<file path="src/logic/irqm_pkg.sv">
// package of register map, field layout and carrier types for the interrupt map block
package irqm_pkg;

    // ************************************************************
    // register offsets
    // ************************************************************
    localparam logic [7:0] ADDR_STATUS_MIRROR = 8'h0b;
    localparam logic [7:0] ADDR_FIFO_CONFIG = 8'h28;
    localparam logic [7:0] ADDR_SAMPLE_THRESHOLD = 8'h29;
    localparam logic [7:0] ADDR_PIN_ONE_MAP = 8'h2a;
    localparam logic [7:0] ADDR_PIN_TWO_MAP = 8'h2b;
    localparam logic [7:0] ADDR_FILTER_CONFIG = 8'h2c;

    // ************************************************************
    // reset values
    // ************************************************************
    localparam logic [7:0] RST_SAMPLE_THRESHOLD = 8'h80;
    localparam logic [7:0] RST_PIN_MAP = 8'h00;
    localparam logic [7:0] RST_FILTER_CONFIG = 8'h13;
    localparam logic RST_COUNT_UPPER_BIT = 1'b0;

    // ************************************************************
    // field positions
    // ************************************************************
    localparam int COUNT_UPPER_BIT_POS = 3;
    localparam int MAP_ACTIVE_LOW_POS = 7;
    localparam int RANGE_MSB = 7;
    localparam int RANGE_LSB = 6;
    localparam int NARROW_BAND_POS = 4;
    localparam int EXT_TRIGGER_POS = 3;
    localparam int RATE_MSB = 2;
    localparam int RATE_LSB = 0;

    // ************************************************************
    // field encodings
    // ************************************************************
    localparam logic [1:0] RANGE_2G = 2'h0;
    localparam logic [1:0] RANGE_4G = 2'h1;
    localparam logic [3:0] SCALE_2G = 4'h2;
    localparam logic [3:0] SCALE_4G = 4'h4;
    localparam logic [3:0] SCALE_8G = 4'h8;
    localparam logic [2:0] BW_DIV_HALF = 3'h2;
    localparam logic [2:0] BW_DIV_QUARTER = 3'h4;
    localparam logic [2:0] RATE_CODE_FASTEST = 3'h4;

    // ************************************************************
    // timing
    // ************************************************************
    localparam int CLK_HZ = 40000000;
    localparam int RATE_MAX_HZ = 400;
    localparam int RATE_BASE_CYCLES = CLK_HZ / RATE_MAX_HZ;

    // ************************************************************
    // carriers
    // ************************************************************
    typedef struct packed {
        logic awake;
        logic stillness;
        logic motion;
        logic fifo_overrun;
        logic fifo_watermark;
        logic fifo_ready;
        logic data_ready;
    } irqm_status_s;

    typedef struct packed {
        logic [7:0] addr;
        logic [7:0] wdata;
        logic we;
        logic re;
    } irqm_reg_req_s;

endpackage : irqm_pkg

</file>
<file path="src/logic/irqm_config.sv">
// interrupt pin mapping, sample threshold and filter configuration registers
//
// Overview of operation
// - threshold is nine bits, upper bit from fifo config, range 0 to 511
// - sample threshold register resets to 0x80
// - each of seven low map bits routes its status function to the pin
// - map bit 7 picks polarity: zero active high, one active low
// - all mapped functions of a pin are ORed onto it
// - a pin with nothing mapped is released to high impedance
// - every status function is readable regardless of mapping
// - map bits: awake, stillness, motion, overrun, watermark, fifo ready, data ready
// - second map register drives pin two with same layout, resets to zero
// - range field 7:6 selects 2 g, 4 g or 8 g full scale
// - narrow band bit resets to one; one gives quarter rate, zero half
// - external trigger bit turns pin two into a conversion timing input
// - rate field selects 12.5 Hz doubling to 200 Hz, higher codes 400 Hz
// - upper threshold bit lives at fifo config bit 3, resets to zero
`timescale 1ns/10ps
module irqm_config
    import irqm_pkg::*;
#(
    parameter int RATE_CYCLES = RATE_BASE_CYCLES,
    parameter int TIMER_WIDTH = 24
)
(
    input wire logic clk,
    input wire logic rst_n,
    input wire irqm_reg_req_s reg_req,
    output logic [7:0] reg_rdata,
    input wire irqm_status_s status,
    output logic irq_pin_one_out,
    output logic irq_pin_one_oe_n,
    input wire logic irq_pin_two_in,
    output logic irq_pin_two_out,
    output logic irq_pin_two_oe_n,
    output logic [8:0] fifo_threshold,
    output logic [3:0] full_scale_g,
    output logic [2:0] bandwidth_divisor,
    output logic conversion_start
);

    // ************************************************************
    // elaboration checks
    // ************************************************************
    initial begin
        if (RATE_CYCLES < 1 || TIMER_WIDTH > 31) begin
            $error("irqm_config: bad timer parameters");
        end
        if ((64'(RATE_CYCLES) << (RATE_CODE_FASTEST + 3'h1)) >= (64'h1 << TIMER_WIDTH)) begin
            $error("irqm_config: timer too narrow for slowest rate");
        end
    end

    // ************************************************************
    // functions
    // ************************************************************
    function automatic logic [TIMER_WIDTH-1:0] rate_period(input logic [2:0] code);
        logic [2:0] shift;
        // highest doubling code runs at half the fastest rate
        shift = (code > RATE_CODE_FASTEST) ? 3'h0 : RATE_CODE_FASTEST + 3'h1 - code;
        rate_period = TIMER_WIDTH'(RATE_CYCLES) << shift;
    endfunction : rate_period

    function automatic logic [3:0] scale_of(input logic [1:0] range);
        if (range == RANGE_2G) begin
            scale_of = SCALE_2G;
        end else if (range == RANGE_4G) begin
            scale_of = SCALE_4G;
        end else begin
            scale_of = SCALE_8G;
        end
    endfunction : scale_of

    function automatic logic hit(input logic [7:0] offset);
        hit = reg_req.addr == offset;
    endfunction : hit

    // ************************************************************
    // registers
    // ************************************************************
    logic [7:0] sample_threshold;
    logic count_upper_bit;
    logic [7:0] pin_one_map;
    logic [7:0] pin_two_map;
    logic [7:0] filter_config;
    logic narrow_band_select;
    logic external_trigger_select;
    logic [2:0] output_rate_select;
    logic [1:0] range_select;

    assign narrow_band_select = filter_config[NARROW_BAND_POS];
    assign external_trigger_select = filter_config[EXT_TRIGGER_POS];
    assign output_rate_select = filter_config[RATE_MSB:RATE_LSB];
    assign range_select = filter_config[RANGE_MSB:RANGE_LSB];

    always_ff @(posedge clk or negedge rst_n) begin
        if (!rst_n) begin
            sample_threshold <= RST_SAMPLE_THRESHOLD;
        end else if (reg_req.we && hit(ADDR_SAMPLE_THRESHOLD)) begin
            sample_threshold <= reg_req.wdata;
        end
    end

    always_ff @(posedge clk or negedge rst_n) begin
        if (!rst_n) begin
            count_upper_bit <= RST_COUNT_UPPER_BIT;
        end else if (reg_req.we && hit(ADDR_FIFO_CONFIG)) begin
            count_upper_bit <= reg_req.wdata[COUNT_UPPER_BIT_POS];
        end
    end

    always_ff @(posedge clk or negedge rst_n) begin
        if (!rst_n) begin
            pin_one_map <= RST_PIN_MAP;
        end else if (reg_req.we && hit(ADDR_PIN_ONE_MAP)) begin
            pin_one_map <= reg_req.wdata;
        end
    end

    always_ff @(posedge clk or negedge rst_n) begin
        if (!rst_n) begin
            pin_two_map <= RST_PIN_MAP;
        end else if (reg_req.we && hit(ADDR_PIN_TWO_MAP)) begin
            pin_two_map <= reg_req.wdata;
        end
    end

    always_ff @(posedge clk or negedge rst_n) begin
        if (!rst_n) begin
            filter_config <= RST_FILTER_CONFIG;
        end else if (reg_req.we && hit(ADDR_FILTER_CONFIG)) begin
            filter_config <= reg_req.wdata;
        end
    end

    // ************************************************************
    // read path
    // ************************************************************
    logic [7:0] next_rdata;

    always_comb begin
        next_rdata = 8'h00;
        unique case (reg_req.addr)
            ADDR_STATUS_MIRROR: next_rdata = {1'b0, status};
            ADDR_FIFO_CONFIG: next_rdata = 8'(count_upper_bit) << COUNT_UPPER_BIT_POS;
            ADDR_SAMPLE_THRESHOLD: next_rdata = sample_threshold;
            ADDR_PIN_ONE_MAP: next_rdata = pin_one_map;
            ADDR_PIN_TWO_MAP: next_rdata = pin_two_map;
            ADDR_FILTER_CONFIG: next_rdata = filter_config;
            default: next_rdata = 8'h00;
        endcase
    end

    always_ff @(posedge clk or negedge rst_n) begin
        if (!rst_n) begin
            reg_rdata <= 8'h00;
        end else if (reg_req.re) begin
            reg_rdata <= next_rdata;
        end
    end

    // ************************************************************
    // decoded configuration
    // ************************************************************
    always_ff @(posedge clk or negedge rst_n) begin
        if (!rst_n) begin
            fifo_threshold <= {RST_COUNT_UPPER_BIT, RST_SAMPLE_THRESHOLD};
        end else begin
            fifo_threshold <= {count_upper_bit, sample_threshold};
        end
    end

    always_ff @(posedge clk or negedge rst_n) begin
        if (!rst_n) begin
            full_scale_g <= SCALE_2G;
        end else begin
            full_scale_g <= scale_of(range_select);
        end
    end

    always_ff @(posedge clk or negedge rst_n) begin
        if (!rst_n) begin
            bandwidth_divisor <= BW_DIV_QUARTER;
        end else begin
            bandwidth_divisor <= narrow_band_select ? BW_DIV_QUARTER : BW_DIV_HALF;
        end
    end

    // ************************************************************
    // conversion timing
    // ************************************************************
    logic trig_meta;
    logic trig_sync;
    logic trig_prev;
    logic [TIMER_WIDTH-1:0] rate_timer;
    logic rate_tick;

    always_ff @(posedge clk or negedge rst_n) begin
        if (!rst_n) begin
            trig_meta <= 1'b0;
            trig_sync <= 1'b0;
            trig_prev <= 1'b0;
        end else begin
            trig_meta <= irq_pin_two_in;
            trig_sync <= trig_meta;
            trig_prev <= trig_sync;
        end
    end

    assign rate_tick = rate_timer == '0;

    // rate change takes effect at the next reload
    always_ff @(posedge clk or negedge rst_n) begin
        if (!rst_n) begin
            rate_timer <= '0;
        end else if (rate_tick) begin
            rate_timer <= rate_period(output_rate_select) - TIMER_WIDTH'(1);
        end else begin
            rate_timer <= rate_timer - TIMER_WIDTH'(1);
        end
    end

    always_ff @(posedge clk or negedge rst_n) begin
        if (!rst_n) begin
            conversion_start <= 1'b0;
        end else if (external_trigger_select) begin
            conversion_start <= trig_sync && !trig_prev;
        end else begin
            conversion_start <= rate_tick;
        end
    end

    // ************************************************************
    // pin drivers
    // ************************************************************
    irqm_pin_drive u_pin_one (
        .clk(clk),
        .rst_n(rst_n),
        .pin_map(pin_one_map),
        .status(status),
        .release_pin(1'b0),
        .pin_out(irq_pin_one_out),
        .pin_oe_n(irq_pin_one_oe_n)
    );

    irqm_pin_drive u_pin_two (
        .clk(clk),
        .rst_n(rst_n),
        .pin_map(pin_two_map),
        .status(status),
        .release_pin(external_trigger_select),
        .pin_out(irq_pin_two_out),
        .pin_oe_n(irq_pin_two_oe_n)
    );

    // ************************************************************
    // checks
    // ************************************************************
    property p_threshold_write;
        @(posedge clk) disable iff (!rst_n)
        (reg_req.we && reg_req.addr == ADDR_SAMPLE_THRESHOLD) |=> ##1 (fifo_threshold[7:0] == $past(reg_req.wdata, 2));
    endproperty
    a_threshold_write: assert property (p_threshold_write) else $error("threshold low byte not updated");

    property p_upper_bit_write;
        @(posedge clk) disable iff (!rst_n)
        (reg_req.we && reg_req.addr == ADDR_FIFO_CONFIG) |=> ##1
        (fifo_threshold[8] == $past(reg_req.wdata[COUNT_UPPER_BIT_POS], 2));
    endproperty
    a_upper_bit_write: assert property (p_upper_bit_write) else $error("threshold upper bit not from bit 3");

    property p_map_readback;
        @(posedge clk) disable iff (!rst_n)
        (reg_req.we && reg_req.addr == ADDR_PIN_TWO_MAP) ##1 !reg_req.we
        ##1 (reg_req.re && !reg_req.we && reg_req.addr == ADDR_PIN_TWO_MAP)
        |=> (reg_rdata == $past(reg_req.wdata, 3));
    endproperty
    a_map_readback: assert property (p_map_readback) else $error("pin two map read back differs");

    property p_status_read;
        @(posedge clk) disable iff (!rst_n)
        (reg_req.re && reg_req.addr == ADDR_STATUS_MIRROR) |=> (reg_rdata[6:0] == $past(status));
    endproperty
    a_status_read: assert property (p_status_read) else $error("status mirror wrong");

    property p_range_decode;
        @(posedge clk) disable iff (!rst_n)
        ##1 (full_scale_g == (($past(range_select) == 2'h0) ? 4'h2 : ($past(range_select) == 2'h1) ? 4'h4 : 4'h8));
    endproperty
    a_range_decode: assert property (p_range_decode) else $error("full scale decode wrong");

    property p_bandwidth;
        @(posedge clk) disable iff (!rst_n)
        ##1 (bandwidth_divisor == ($past(narrow_band_select) ? 3'h4 : 3'h2));
    endproperty
    a_bandwidth: assert property (p_bandwidth) else $error("bandwidth divisor wrong");

    property p_ext_release;
        @(posedge clk) disable iff (!rst_n)
        external_trigger_select |=> irq_pin_two_oe_n;
    endproperty
    a_ext_release: assert property (p_ext_release) else $error("pin two driven in trigger mode");

    property p_ext_start;
        @(posedge clk) disable iff (!rst_n)
        (external_trigger_select && trig_sync && !trig_prev) |=> conversion_start;
    endproperty
    a_ext_start: assert property (p_ext_start) else $error("trigger edge did not start conversion");

    property p_rate_reload;
        @(posedge clk) disable iff (!rst_n)
        rate_tick |=> (int'(rate_timer) + 1 == (($past(output_rate_select) > RATE_CODE_FASTEST) ? RATE_CYCLES :
            RATE_CYCLES << (int'(RATE_CODE_FASTEST) + 1 - int'($past(output_rate_select)))));
    endproperty
    a_rate_reload: assert property (p_rate_reload) else $error("rate period wrong");

endmodule : irqm_config

</file>
<file path="src/logic/irqm_pin_drive.sv">
// driver of one mapped interrupt pin
`timescale 1ns/10ps
module irqm_pin_drive
    import irqm_pkg::*;
(
    input wire logic clk,
    input wire logic rst_n,
    input wire logic [7:0] pin_map,
    input wire irqm_status_s status,
    input wire logic release_pin,
    output logic pin_out,
    output logic pin_oe_n
);

    logic any_mapped;
    logic any_active;

    assign any_mapped = |pin_map[MAP_ACTIVE_LOW_POS-1:0];
    assign any_active = |(pin_map[MAP_ACTIVE_LOW_POS-1:0] & status);

    // ************************************************************
    // pin level and enable
    // ************************************************************
    always_ff @(posedge clk or negedge rst_n) begin
        if (!rst_n) begin
            pin_oe_n <= 1'b1;
        end else begin
            pin_oe_n <= !any_mapped || release_pin;
        end
    end

    always_ff @(posedge clk or negedge rst_n) begin
        if (!rst_n) begin
            pin_out <= 1'b0;
        end else begin
            pin_out <= any_active ^ pin_map[MAP_ACTIVE_LOW_POS];
        end
    end

    // ************************************************************
    // checks
    // ************************************************************
    property p_unmapped_released;
        @(posedge clk) disable iff (!rst_n)
        (pin_map[MAP_ACTIVE_LOW_POS-1:0] == 7'h00) |=> pin_oe_n;
    endproperty
    a_unmapped_released: assert property (p_unmapped_released) else $error("unmapped pin is driven");

    property p_quiet_level;
        @(posedge clk) disable iff (!rst_n)
        (any_mapped && !any_active && !release_pin) |=> (!pin_oe_n && (pin_out == $past(pin_map[MAP_ACTIVE_LOW_POS])));
    endproperty
    a_quiet_level: assert property (p_quiet_level) else $error("idle pin level disagrees with polarity");

    property p_or_active;
        @(posedge clk) disable iff (!rst_n)
        (any_active && !release_pin) |=> (!pin_oe_n && (pin_out != $past(pin_map[MAP_ACTIVE_LOW_POS])));
    endproperty
    a_or_active: assert property (p_or_active) else $error("mapped active condition not shown on pin");

    property p_data_ready_bit;
        @(posedge clk) disable iff (!rst_n)
        (pin_map[0] && status.data_ready && !pin_map[MAP_ACTIVE_LOW_POS]) |=> pin_out;
    endproperty
    a_data_ready_bit: assert property (p_data_ready_bit) else $error("bit 0 does not map data ready");

endmodule : irqm_pin_drive

</file>
<file path="config.mk">
export PLATFORM = sky130hd
export DESIGN_NAME = irqm_config
export DESIGN_NICKNAME = d
export VERILOG_FILES = /design/src/logic/irqm_pkg.sv /design/src/logic/irqm_config.sv /design/src/logic/irqm_pin_drive.sv
export SDC_FILE = /design/constraint.sdc
export NUM_CORES = 1
export LEC_CHECK = 0
export BUFFER_PORTS_ARGS = -buffer_cell sky130_fd_sc_hd__buf_4
export CAP_MARGIN = 20
export CELL_PAD_IN_SITES_DETAIL_PLACEMENT = 0
export CELL_PAD_IN_SITES_GLOBAL_PLACEMENT = 1
export CORE_MARGIN = 5
export CORE_UTILIZATION = 30
export DETAILED_ROUTE_END_ITERATION = 8
export PLACE_DENSITY = 0.63
export RECOVER_POWER = 50
export SYNTH_ARGS = -nofsm -noshare
export SYNTH_HDL_FRONTEND = slang
export SYNTH_SLANG_ARGS = --single-unit
</file>
<file path="constraint.sdc">
create_clock -name clk -period 4.1 [get_ports clk]
set_input_delay 0.41 -clock clk [delete_from_list [all_inputs] [get_ports clk]]
set_output_delay 0.41 -clock clk [all_outputs]
set_load 0.05 [all_outputs]
</file>
### Yosys cells after proc, flatten, opt, wreduce, memory -nomap -nowiden

Cells that the tools add are included.

* add/subtract/negate cells: 3
* $lt $le $gt $ge: 1
* eq/ne operators: 7
* shifts and indexed selects: 1
* mux-type cells: 7
* bitwise gates (word level): 4
* reductions and logical operators: 16

Operators with widths (count)
* $pmux 8 s6: 1
* $sub 24x1->24 const B: 2
* $eq 8x6->1 const B: 5
* $reduce_or 7->1: 4
* $logic_not 24->1: 1
* $mux 24: 1
* $shl 17x3->24 const A: 1
* $and 7x7->7: 2
* $eq 8x4->1 const B: 1
* $mux 4: 2
* $logic_and 1x1->1: 6
* $mux 3: 2
* $gt 3x3->1 const B: 1
* $logic_not 1->1: 3
* $sub 3x3->3 const A: 1
* $eq 2x1->1 const B: 1
* $logic_not 2->1: 1
* $xor 1x1->1: 2
* $logic_or 1x1->1: 1
* $mux 1: 1

* register bits after elaboration: 89
* input bits: 28
* output and inout port bits: 29
* logic and storage cells: 57

### Logic depth before layout (Yosys ltp)

Gate-level depths: netlist of the first run.

* depth after elaboration: 5
* mapped depth: 11
* depth with buffers taken out: 9

### Hierarchy

A second synthesis of the first run with hierarchy kept.

* cells, all modules: 367
* area, all modules: 4267.8 um2

Modules (own cells, without submodules)
* irqm_config: instances 1, cells an instance 347, area an instance 4050.1 um2, sequential area each 2085.8 um2
* irqm_pin_drive: instances 2, cells an instance 10, area an instance 108.9 um2, sequential area each 51.3 um2

### Worst setup path after synthesis of the first run

Ideal clock, no wire load.

* path kind: register to register
* start point: register filter_config[2]
* end point: register rate_timer[21]
* setup time: 79 ps
* arrival time: 2620 ps
* data required time: 4021 ps
* path slack: 1401 ps
* stages on the path, launching flop included: 12
* buffers on the path: 2
* clock period less this slack: 2699 ps
* path through: dfrtp_1 clkbuf_1 clkbuf_1 a21o_1 inv_1 ha_1 nor4_1 nand4_1 a31oi_1 nand4bb_4 o32a_1 mux2i_1

* word-level cells in the longest chain between the ends: 5
* elaborated cells between the ends (all ways): 6
* those cells by class: 2 x add/sub; 1 x order compare; 1 x shift; 2 x mux

Ends and longest elaborated chain
* from (decl): RTL line irqm_config.sv:85 `logic [7:0] filter_config;`
* from (signal assigned): RTL line irqm_config.sv:132 `filter_config <= reg_req.wdata;`
* $sub 3x3->3 or $gt 3x3->1 (tied branches): RTL line irqm_config.sv:60 `shift = (code > RATE_CODE_FASTEST) ? 3'h0 : RATE_CODE_FASTEST + 3'h1 - code;`
* $mux 3 *: RTL line irqm_config.sv:60
* $shl 17x3->24 *: RTL line irqm_config.sv:61 `rate_period = TIMER_WIDTH'(RATE_CYCLES) << shift;`
* $sub 24x1->24 *: RTL line irqm_config.sv:217 `rate_timer <= rate_period(output_rate_select) - TIMER_WIDTH'(1);`
* $mux 24 *: RTL line irqm_config.sv:216 `end else if (rate_tick) begin`
* to (signal assigned): RTL line irqm_config.sv:217
* to (signal assigned): RTL line irqm_config.sv:219 `rate_timer <= rate_timer - TIMER_WIDTH'(1);`
* to (decl): RTL line irqm_config.sv:195 `logic [TIMER_WIDTH-1:0] rate_timer;`

Mark *: on every way between the ends. The rest lies on a longest branch, timed or not.
A chain may end at the register's enable or synchronous reset.

### Worst setup path after layout of the first run

Same ends and word-level chain as after synthesis.

==> results of run 1 <==
flip-flops by register name, indices dropped and copies added (netlist names):
name and flops:
bandwidth_divisor 2, conversion_start 1, count_upper_bit 1, fifo_threshold 9, filter_config 8, full_scale_g 3
pin_one_map 8, pin_two_map 8, rate_timer 24, reg_rdata 8, sample_threshold 8, trig_meta 1
trig_prev 1, trig_sync 1, u_pin_one.pin_oe_n 1, u_pin_one.pin_out 1, u_pin_two.pin_oe_n 1, u_pin_two.pin_out 1
cell usage after synthesis (all sizes together) (3+ instances only):
cell | instances | area (um2)
a21oi | 21 | 109
a222oi | 3 | 30.0
a22oi | 11 | 82.6
a31oi | 8 | 50.1
buf | 7 | 47.5
clkbuf | 9 | 35.0
dfrtp | 78 | 1950
dfstp | 9 | 236
ha | 6 | 75.1
inv | 16 | 60.1
mux2 | 34 | 383
mux2i | 10 | 100
nand2 | 24 | 95.1
nand3 | 11 | 60.1
nand3b | 3 | 22.5
nor2 | 17 | 66.3
nor3 | 8 | 45.0
nor4 | 12 | 109
o211ai | 4 | 30.0
o21ai | 13 | 65.1
o22ai | 9 | 56.3
o31ai | 4 | 30.0
or2 | 5 | 31.3
or3 | 7 | 43.8
or4 | 4 | 33.8
xnor2 | 7 | 61.3
xor2 | 7 | 61.3
stage by stage:
stage	utilization	area, um2
2_1_floorplan	-	4270
3_3_place_gp	0.349	4850
3_5_place_dp	0.349	4850
4_1_cts	0.373	5180
5_1_grt	0.372	5170
6_report	0.372	5170
how the worst min path moves through the flow:
stage | from | endpoint | slack [ns] | cells after the start
final | irq_pin_two_in | trig_meta$_DFF_PN0_ | 0.19 | 1
after global routing | irq_pin_two_in | trig_meta$_DFF_PN0_ | 0.18 | 1
after CTS | irq_pin_two_in | trig_meta$_DFF_PN0_ | 0.16 | 1
after detailed placement | trig_meta$_DFF_PN0_ | trig_sync$_DFF_PN0_ | 0.34 | 0
after global placement | trig_meta$_DFF_PN0_ | trig_sync$_DFF_PN0_ | 0.34 | 0
after floorplan | rst_n | bandwidth_divisor[1]$_DFF_PN0_ | 0.11 | 0
cell families (layout without fill, tap and decap cells):
kind of cell,after synthesis,in the layout,share of synthesized area
compound gates,90,90,0.140
xor+xnor,14,14,0.0288
fa+ha+maj,6,6,0.0176
buf+inv,32,91,0.0335
flops,87,87,0.514
mux,44,44,0.113
other cells,1,2,0.000880
simple gates,107,107,0.152
power groups by stage:
stage	Clock [mW]	Combinational, mW	Sequential [mW]
2_1_floorplan	0	0.0716	0.991
3_3_place_gp	0	0.217	0.940
3_5_place_dp	0	0.216	0.940
4_1_cts	0.934	0.218	0.925
5_1_grt	0.965	0.231	0.929
6_report	0.900	0.214	0.925
metal layers:
layer	part of all wire	GRT usage	wire length (um)
met1	0.45	0.183	4950
met2	0.49	0.221	5400
met3	0.043	0.0297	475
met4	0.022	0.0593	244
met5	0	0	0
cell type report:
type	count	area share
Inverter	16	0.0116
Timing Repair Buffer	59	0.0845
Multi-Input combinational cell	263	0.374
Clock buffer	9	0.0436
Clock inverter	7	0.0196
Tap cell	180	0.0436
Sequential cell	87	0.423
cell usage in the layout, fill, tap and decap left out, drive strengths merged, types with 2 or more instances in the layout:
cell / netlist / routed
ha: 6 / 6
nand2: 24 / 24
or2: 5 / 5
or3: 7 / 7
o21ai: 13 / 13
nor4: 12 / 12
or4: 4 / 4
o31ai: 4 / 4
nand3: 11 / 11
nor3: 8 / 8
conb: 1 / 2
a2111oi: 2 / 2
nand3b: 3 / 3
and3: 2 / 2
o22ai: 9 / 9
dfstp: 9 / 9
xor2: 7 / 7
mux2i: 10 / 10
a222oi: 3 / 3
mux2: 34 / 34
dfrtp: 78 / 78
nor3b: 2 / 2
buf: 7 / 56
o211ai: 4 / 4
a21o: 2 / 2
a41oi: 2 / 2
nor4b: 2 / 2
nor2b: 2 / 2
xnor2: 7 / 7
a21oi: 21 / 21
nor2: 17 / 17
a22oi: 11 / 11
bufinv: 0 / 2
inv: 16 / 19
a31oi: 8 / 8
clkbuf: 9 / 12
critical path: stages (launching register included):
cell	delay [ns]
dfrtp_1	0.63
a21o_1	0.30
inv_1	0.12
ha_1	0.28
nor4_1	0.28
nand4_1	0.15
a31oi_1	0.34
nand4bb_4	0.16
o32a_1	0.37
mux2i_1	0.13
==> run summary, run 1 <==
The flow ran to the end, but the final reports show violations. The final reports fail on capacitance limit, slew limit. The detailed-routing iteration count for the pre-antenna-repair pass is 5.

The total leakage power is around 2.3 nW. The switching power total came out at roughly 530 uW. The clock tree from TritonCTS is done. The reg-to-reg startpoint is filter_config[2]$_DFFE_PN0P_. The cell chosen for the clock root is clkbuf_16. The post-cts hold buffer count came out at 0. In the final design database the tool counted between 400 and 500 nets. The number of placed instances with taps included is roughly 600.

The post-detailed-route DRC marker count is 0. The post-route antenna net violation count is 0. In this run the power density over the cells is between 300 and 400 nW/um2.

In the synthesized netlist the dominant register cell turns out to be dfrtp_1. In this run the worst setup path terminates at rate_timer[21]$_DFF_PN0_. The initial standard-cell utilization of the core is 0.307. In the global route stage, overall resource usage came out at 0.139. Detailed placement ended at an HPWL of 7960 um. The transition time at the pin with the least slew margin came out at 1.60 ns.

The layout cell share with drive strength beyond 1 came out at 0.299. The core region is 13900 um2. The count of cells resized by post-cts repair came out at 0. The final worst-path cycle share came out at 0.691. From bottom edge to top edge, the die measures 129 um. Across the whole layout, storage elements account for 2190 um2. The number of antenna violations at the first check in global routing is 0. The count of input and output buffers came out at 54. The shortest clock period the worst path allows after layout is 2.83 ns. STA classifies the critical path endpoint as a register. The number of maximum-capacitance constraint violations came out at 1. The clock sink count came out at 87. The internal power component came out at 1.51 mW.

The share of total power in the clock network is 0.441. The number of fillers in the final layout came out at 1424. The highest fanout seen on the critical path came out at 18. Entering global routing, the biggest net connects between 60 and 70 pins.

The highest ir drop seen on vdd is 0.000178 V. The mean instance size in the synthesized netlist is 11.2 um2. The total negative slack for setup checks came out at 0 ns.

The sequential share of power came out at 0.454. In this run the count of I/O pins placed on the die edge is between 50 and 60. STA classifies the critical path startpoint as a register. The average wire per standard cell is roughly 18 um. The final worst hold slack is roughly 0.19 ns.

The path type of the worst setup path is register to register. The number of buffers created by CTS is 9. The count of endpoints failing hold in the final timing report came out at 0.

The number of synthesized flops with an enable pin is 0. Setup repair after global routing left no endpoint under its margin. The count of routing violations after the opening detailed-route iteration came out at 242. The maximum level of the CTS H-tree is 3. The share of total power in combinational logic is 0.105. Setup slack closes at 1.27 ns. Clock-pin slew was measured on the worst setup and hold paths at roughly 0.06 ns.

The number of cell instances on the worst register-to-register path came out at 9. The total grt overflow came out at 0. The first global-routing pass estimated roughly 18000 um of wire. Relative to the synthesized area, the layout overhead comes to 21.3%. The critical path starts at filter_config[2]$_DFFE_PN0P_.

The cell area after synthesis is roughly 4300 um2. The routability-driven placement congestion ratio came out at about 0.82. The critical register-to-register path endpoint is rate_timer[21]$_DFF_PN0_. Summing all multi-input logic gate instances after layout gives 1930 um2. The final setup violation count is 0. In this run the horizontal extent of the chip is ~130 um.

For this run, the register share of the synthesized area comes to 0.514. The routed wire length is 11100 um. The max-slew violation count is 64. The overall via count from detail_route is 3259.

The post-layout total power came out at 2.04 mW. The async set-reset flop share out of synthesis came out at 1.00. The path class of the tightest hold or removal check is input pin to register. The synthesis warning total came out at 0. STA puts the critical path data required time at ~4.4 ns. The post-placement setup slack is 1.25 ns. The per-cell via count in the routed design came out at 5.25. The longest clock path from root to sink contains 2 buffers. The clock latency of the later-clocked register in the worst-skew pair is 0.35 ns. The worst clock skew on the final layout came out at slightly above 0.006 ns. Leaving out filler cells and counting taps, the final layout contains 621. The floorplan step defined a die boundary enclosing about 17000 um2. The instance count of the mapped netlist came out at roughly 380. The arrival time of the worst setup path came out at between 3 and 4 ns. The setup check on the worst reg-to-reg path leaves a slack of approximately 1.3 ns.

The highest clock rate is between 0.3 and 0.4 GHz. The number of global-route vias before repair is 3294. The row count came out at 43.

The worst pin sits at a relative slew slack of -0.0662. The repair_antennas step left the layout with diodes totalling 0. The count of unique library cells instantiated by Yosys came out at 66. The post-CTS repair timing setup buffer count came out at 0. The switching portion of total power came out at 0.258. The synthesized design contains 87 register bits.
Power figures use the tool's default switching activity.
==> inputs of run 2 (changes only) <==
==> constraint.sdc (replaced) <==
create_clock -name clk -period 3 [get_ports clk]
set_input_delay 0.3 -clock clk [delete_from_list [all_inputs] [get_ports clk]]
set_output_delay 0.3 -clock clk [all_outputs]
set_load 0.05 [all_outputs]
==> run 2 against run 1 <==
The flow now finishes without violations. Worst hold slack worse by 0.11 ns. Combinational power increased by 33%. Sequential power increased by 36%. Global-route usage grew 0.074 points. Die area stayed put. Clock skew grew 0.0027 ns. Total power grew 27%. Register-to-register slack worse by 1.0 ns. First-iteration DRC count down 27%. Sequential share of layout area increased by 0.52 points. Count of clock-buffer cells in the layout increased by 1. Highest routed layer unchanged.
==> run summary, run 2 (synthesis results as in run 1) <==
The area used by multi-input combinational logic came to 1940 um2 (was 1930 um2). The number of standard cells in the layout, taps in and fillers out came out at 630 (was 621). The critical path launch point type was a register (unchanged). The count of routing violations after the opening detailed-route iteration came to 177 (was 242). The total leakage power came out at 2.21 nW (was 2.28 nW). The storage element area came out at 2190 um2 (unchanged). The number of buffers created by CTS is 9 (unchanged).

The number of flip-flops under the largest register name was 24 (unchanged). The clock sink count came out at 87 (unchanged). The highest ir drop seen on vdd is 0.000264 V (was 0.000178 V). The highest clock rate is 0.360 GHz (was 0.353 GHz). The clock tree from TritonCTS is done (unchanged). The post-CTS repair timing setup buffer count is 0 (unchanged).

Most frequent cells in the layout: dfrtp_1, buf_4, mux2_2 (unchanged). The arrival time of the worst setup path came to 3.04 ns (was 3.10 ns). The number of global-route vias before repair came out at 3322 (was 3294).

The worst clock skew on the final layout was 0.00895 ns (was 0.00621 ns). The count of input and output buffers was 54 (unchanged). The final worst-path cycle share was 0.926 (was 0.691). The core area came out at 13900 um2 (unchanged).

The end-of-flow core utilization came out at 0.368 (was 0.372). The met3 demand-to-capacity share in global routing is 0.0416 (was 0.0297). The clock latency of the later-clocked register in the worst-skew pair came out at 0.34 ns (was 0.35 ns). The total grt overflow came out at 0 (unchanged). The row count was 43 (unchanged). The total power per unit cell area is 507 nW/um2 (was 395 nW/um2). The number of antenna violations at the first check in global routing is 0 (unchanged). The final worst hold slack is 0.0812 ns (was 0.193 ns). The shortest clock period the worst path allows after layout is 2.78 ns (was 2.83 ns). The area growth from synthesis to layout is 19.8% (was 21.3%).

The detailed-routing iteration count for the pre-antenna-repair pass came out at 5 (unchanged). The number of maximum-capacitance constraint violations came out at 0 (was 1). The number of cells on the worst hold path came out at 1 (unchanged).

The routed wire length is 11200 um (was 11100 um). The beginning of the worst hold path is irq_pin_two_in (unchanged). The number of nets in the final layout was 479 (was 470). The number of cell instances on the worst register-to-register path came to 9 (unchanged). The final setup violation count came out at 0 (unchanged). The post-layout total power is 2.59 mW (was 2.04 mW). The highest fanout seen on the critical path came out at 13 (was 18). The maximum level of the CTS H-tree is 3 (unchanged).

The startpoint of the most critical setup path is filter_config[1]$_DFFE_PN1P_ (was filter_config[2]$_DFFE_PN0P_). The number of antenna diodes came to 0 (unchanged). The count of endpoints failing hold in the final timing report came to 0 (unchanged). Ordered cell list for the critical path: or2_2 > inv_1 > ha_1 > nor4b_1 > nand4_1 > a31oi_2 > nand4bb_4 > o32a_1 > mux2i_1 (was a21o_1 > inv_1 > ha_1 > nor4_1 > nand4_1 > a31oi_1 > nand4bb_4 > o32a_1 > mux2i_1). The slack of the critical path came to 0.222 ns (was 1.27 ns). The worst hold path endpoint was trig_meta$_DFF_PN0_ (unchanged).

The overall via count from detail_route came out at 3259 (unchanged). Largest registers: rate_timer: 24 flops, fifo_threshold: 9 flops (unchanged). The reg-to-reg startpoint is filter_config[1]$_DFFE_PN1P_ (was filter_config[2]$_DFFE_PN0P_). The largest delay contributor family on the critical path is simple AND/OR/NAND/NOR gates (was compound AO/OA/AOI/OAI gates). The path type of the worst setup path was register to register (unchanged).

The layer carrying the most global-route usage is met2 (unchanged). The met1 capacity usage during global routing was 0.182 (was 0.183). The clock-pin slew on the worst setup and hold paths came out at 0.07 ns (was 0.06 ns). The transition time at the pin with the least slew margin was 1.10 ns (was 1.60 ns). The per-cell via count in the routed design is 5.17 (was 5.25).

The final non-filler cell area is 5100 um2 (was 5170 um2). The slowest cell on the critical path is dfstp_2 (was dfrtp_1). The setup slack of the most critical reg-to-reg path came out at 0.22 ns (was 1.27 ns). RSZ-0062 raised after global routing: no (unchanged). The worst path buffer plus inverter count is 1 (unchanged).

The average wire per standard cell is 17.7 um (was 17.8 um). The required time of the critical path was 3.26 ns (was 4.36 ns). The post-detailed-route DRC marker count came out at 0 (unchanged).

The max-slew violation count came out at 0 (was 64). The placed standard-cell area came out at 4920 um2 (was 4850 um2). The commonest non-fill, non-tap cell in the layout was dfrtp_1 (unchanged).

The critical register-to-register path endpoint is rate_timer[21]$_DFF_PN0_ (unchanged). Outcome: complete, no violations (was finished, violations left). The layout cell share with drive strength beyond 1 came to 0.262 (was 0.299). The stage delay of the slowest cell on the critical path is 0.65 ns (was 0.63 ns). The global routing met2 resource utilization came to 0.222 (was 0.221).

The kind of end point of the critical path is a register (unchanged). The largest net degree at the start of global routing came to 45 (was 64). The maximum root-to-sink buffer count is 2 (unchanged). The initial standard-cell utilization of the core is 0.307 (unchanged). The worst max-slew margin expressed relative to the limit came to 0.268 (was -0.0662).

The routability-driven placement congestion ratio is 0.859 (was 0.816). The number of fillers in the final layout came to 1427 (was 1424). The number of placed I/O pins came out at 57 (unchanged). The register with the highest flop count is rate_timer (unchanged).

The HPWL after detailed placement is 8310 um (was 7960 um). The post-route antenna net violation count came out at 0 (unchanged). The area enclosed by the die boundary came out at 16700 um2 (unchanged). The first-pass GRT wire length is 18000 um (was 17900 um). The die boundary height came to 129 um (unchanged). The number of placed instances with taps included came out at 613 (was 605).

The cell chosen for the clock root is clkbuf_16 (unchanged). The horizontal die dimension is 129 um (unchanged). The class of the tightest hold or removal check was input pin to register (unchanged). The total routing resource utilization after global routing came out at 0.139 (about the same).

The post-placement setup slack is 0.228 ns (was 1.25 ns). The total negative slack for setup checks came to 0 ns (unchanged).
## run 2: worst max path at each step
stage / endpoint / slack (ns) / cells after the start
after floorplan: rate_timer[21]$_DFF_PN0_ / 0.30 / 11
after global placement: rate_timer[21]$_DFF_PN0_ / 0.31 / 9
after detailed placement: rate_timer[21]$_DFF_PN0_ / 0.23 / 9
after CTS: rate_timer[21]$_DFF_PN0_ / 0.19 / 9
after global routing: rate_timer[21]$_DFF_PN0_ / 0.005 / 9
final: rate_timer[21]$_DFF_PN0_ / 0.22 / 9
## run 2: area by class of cell
| class | count | share of cell area |
|---|---|---|
| repair buffers | 68 | 0.0826 |
| well taps | 180 | 0.0441 |
| clock buffers | 10 | 0.0449 |
| inverters | 16 | 0.0118 |
| multi-input cells | 263 | 0.379 |
| flip-flops and latches | 87 | 0.429 |
| clock inverters | 6 | 0.00858 |
## run 2: metal layers
layer / vias to the layer above / part of all wire
li1: 1545 / -
met1: 1600 / 0.43
met2: 97 / 0.49
met3: 17 / 0.059
met4: 0 / 0.020
met5: - / 0
## run 2: repair_timing
item | 4_1_cts | 5_1_grt
gates resized for setup | 0 | 1
endpoints found under the hold margin | 34 | 0
hold buffers | 1 | 0
endpoints found under the setup margin | 0 | 1
## run 2: report_power, final
part / leakage [nW] / internal [mW] / switching (mW)
sequential: 1.10 / 1.23 / 0.0339
clock: 0.139 / 0.567 / 0.475
combinational: 0.975 / 0.0913 / 0.193
total: 2.21 / 1.89 / 0.702
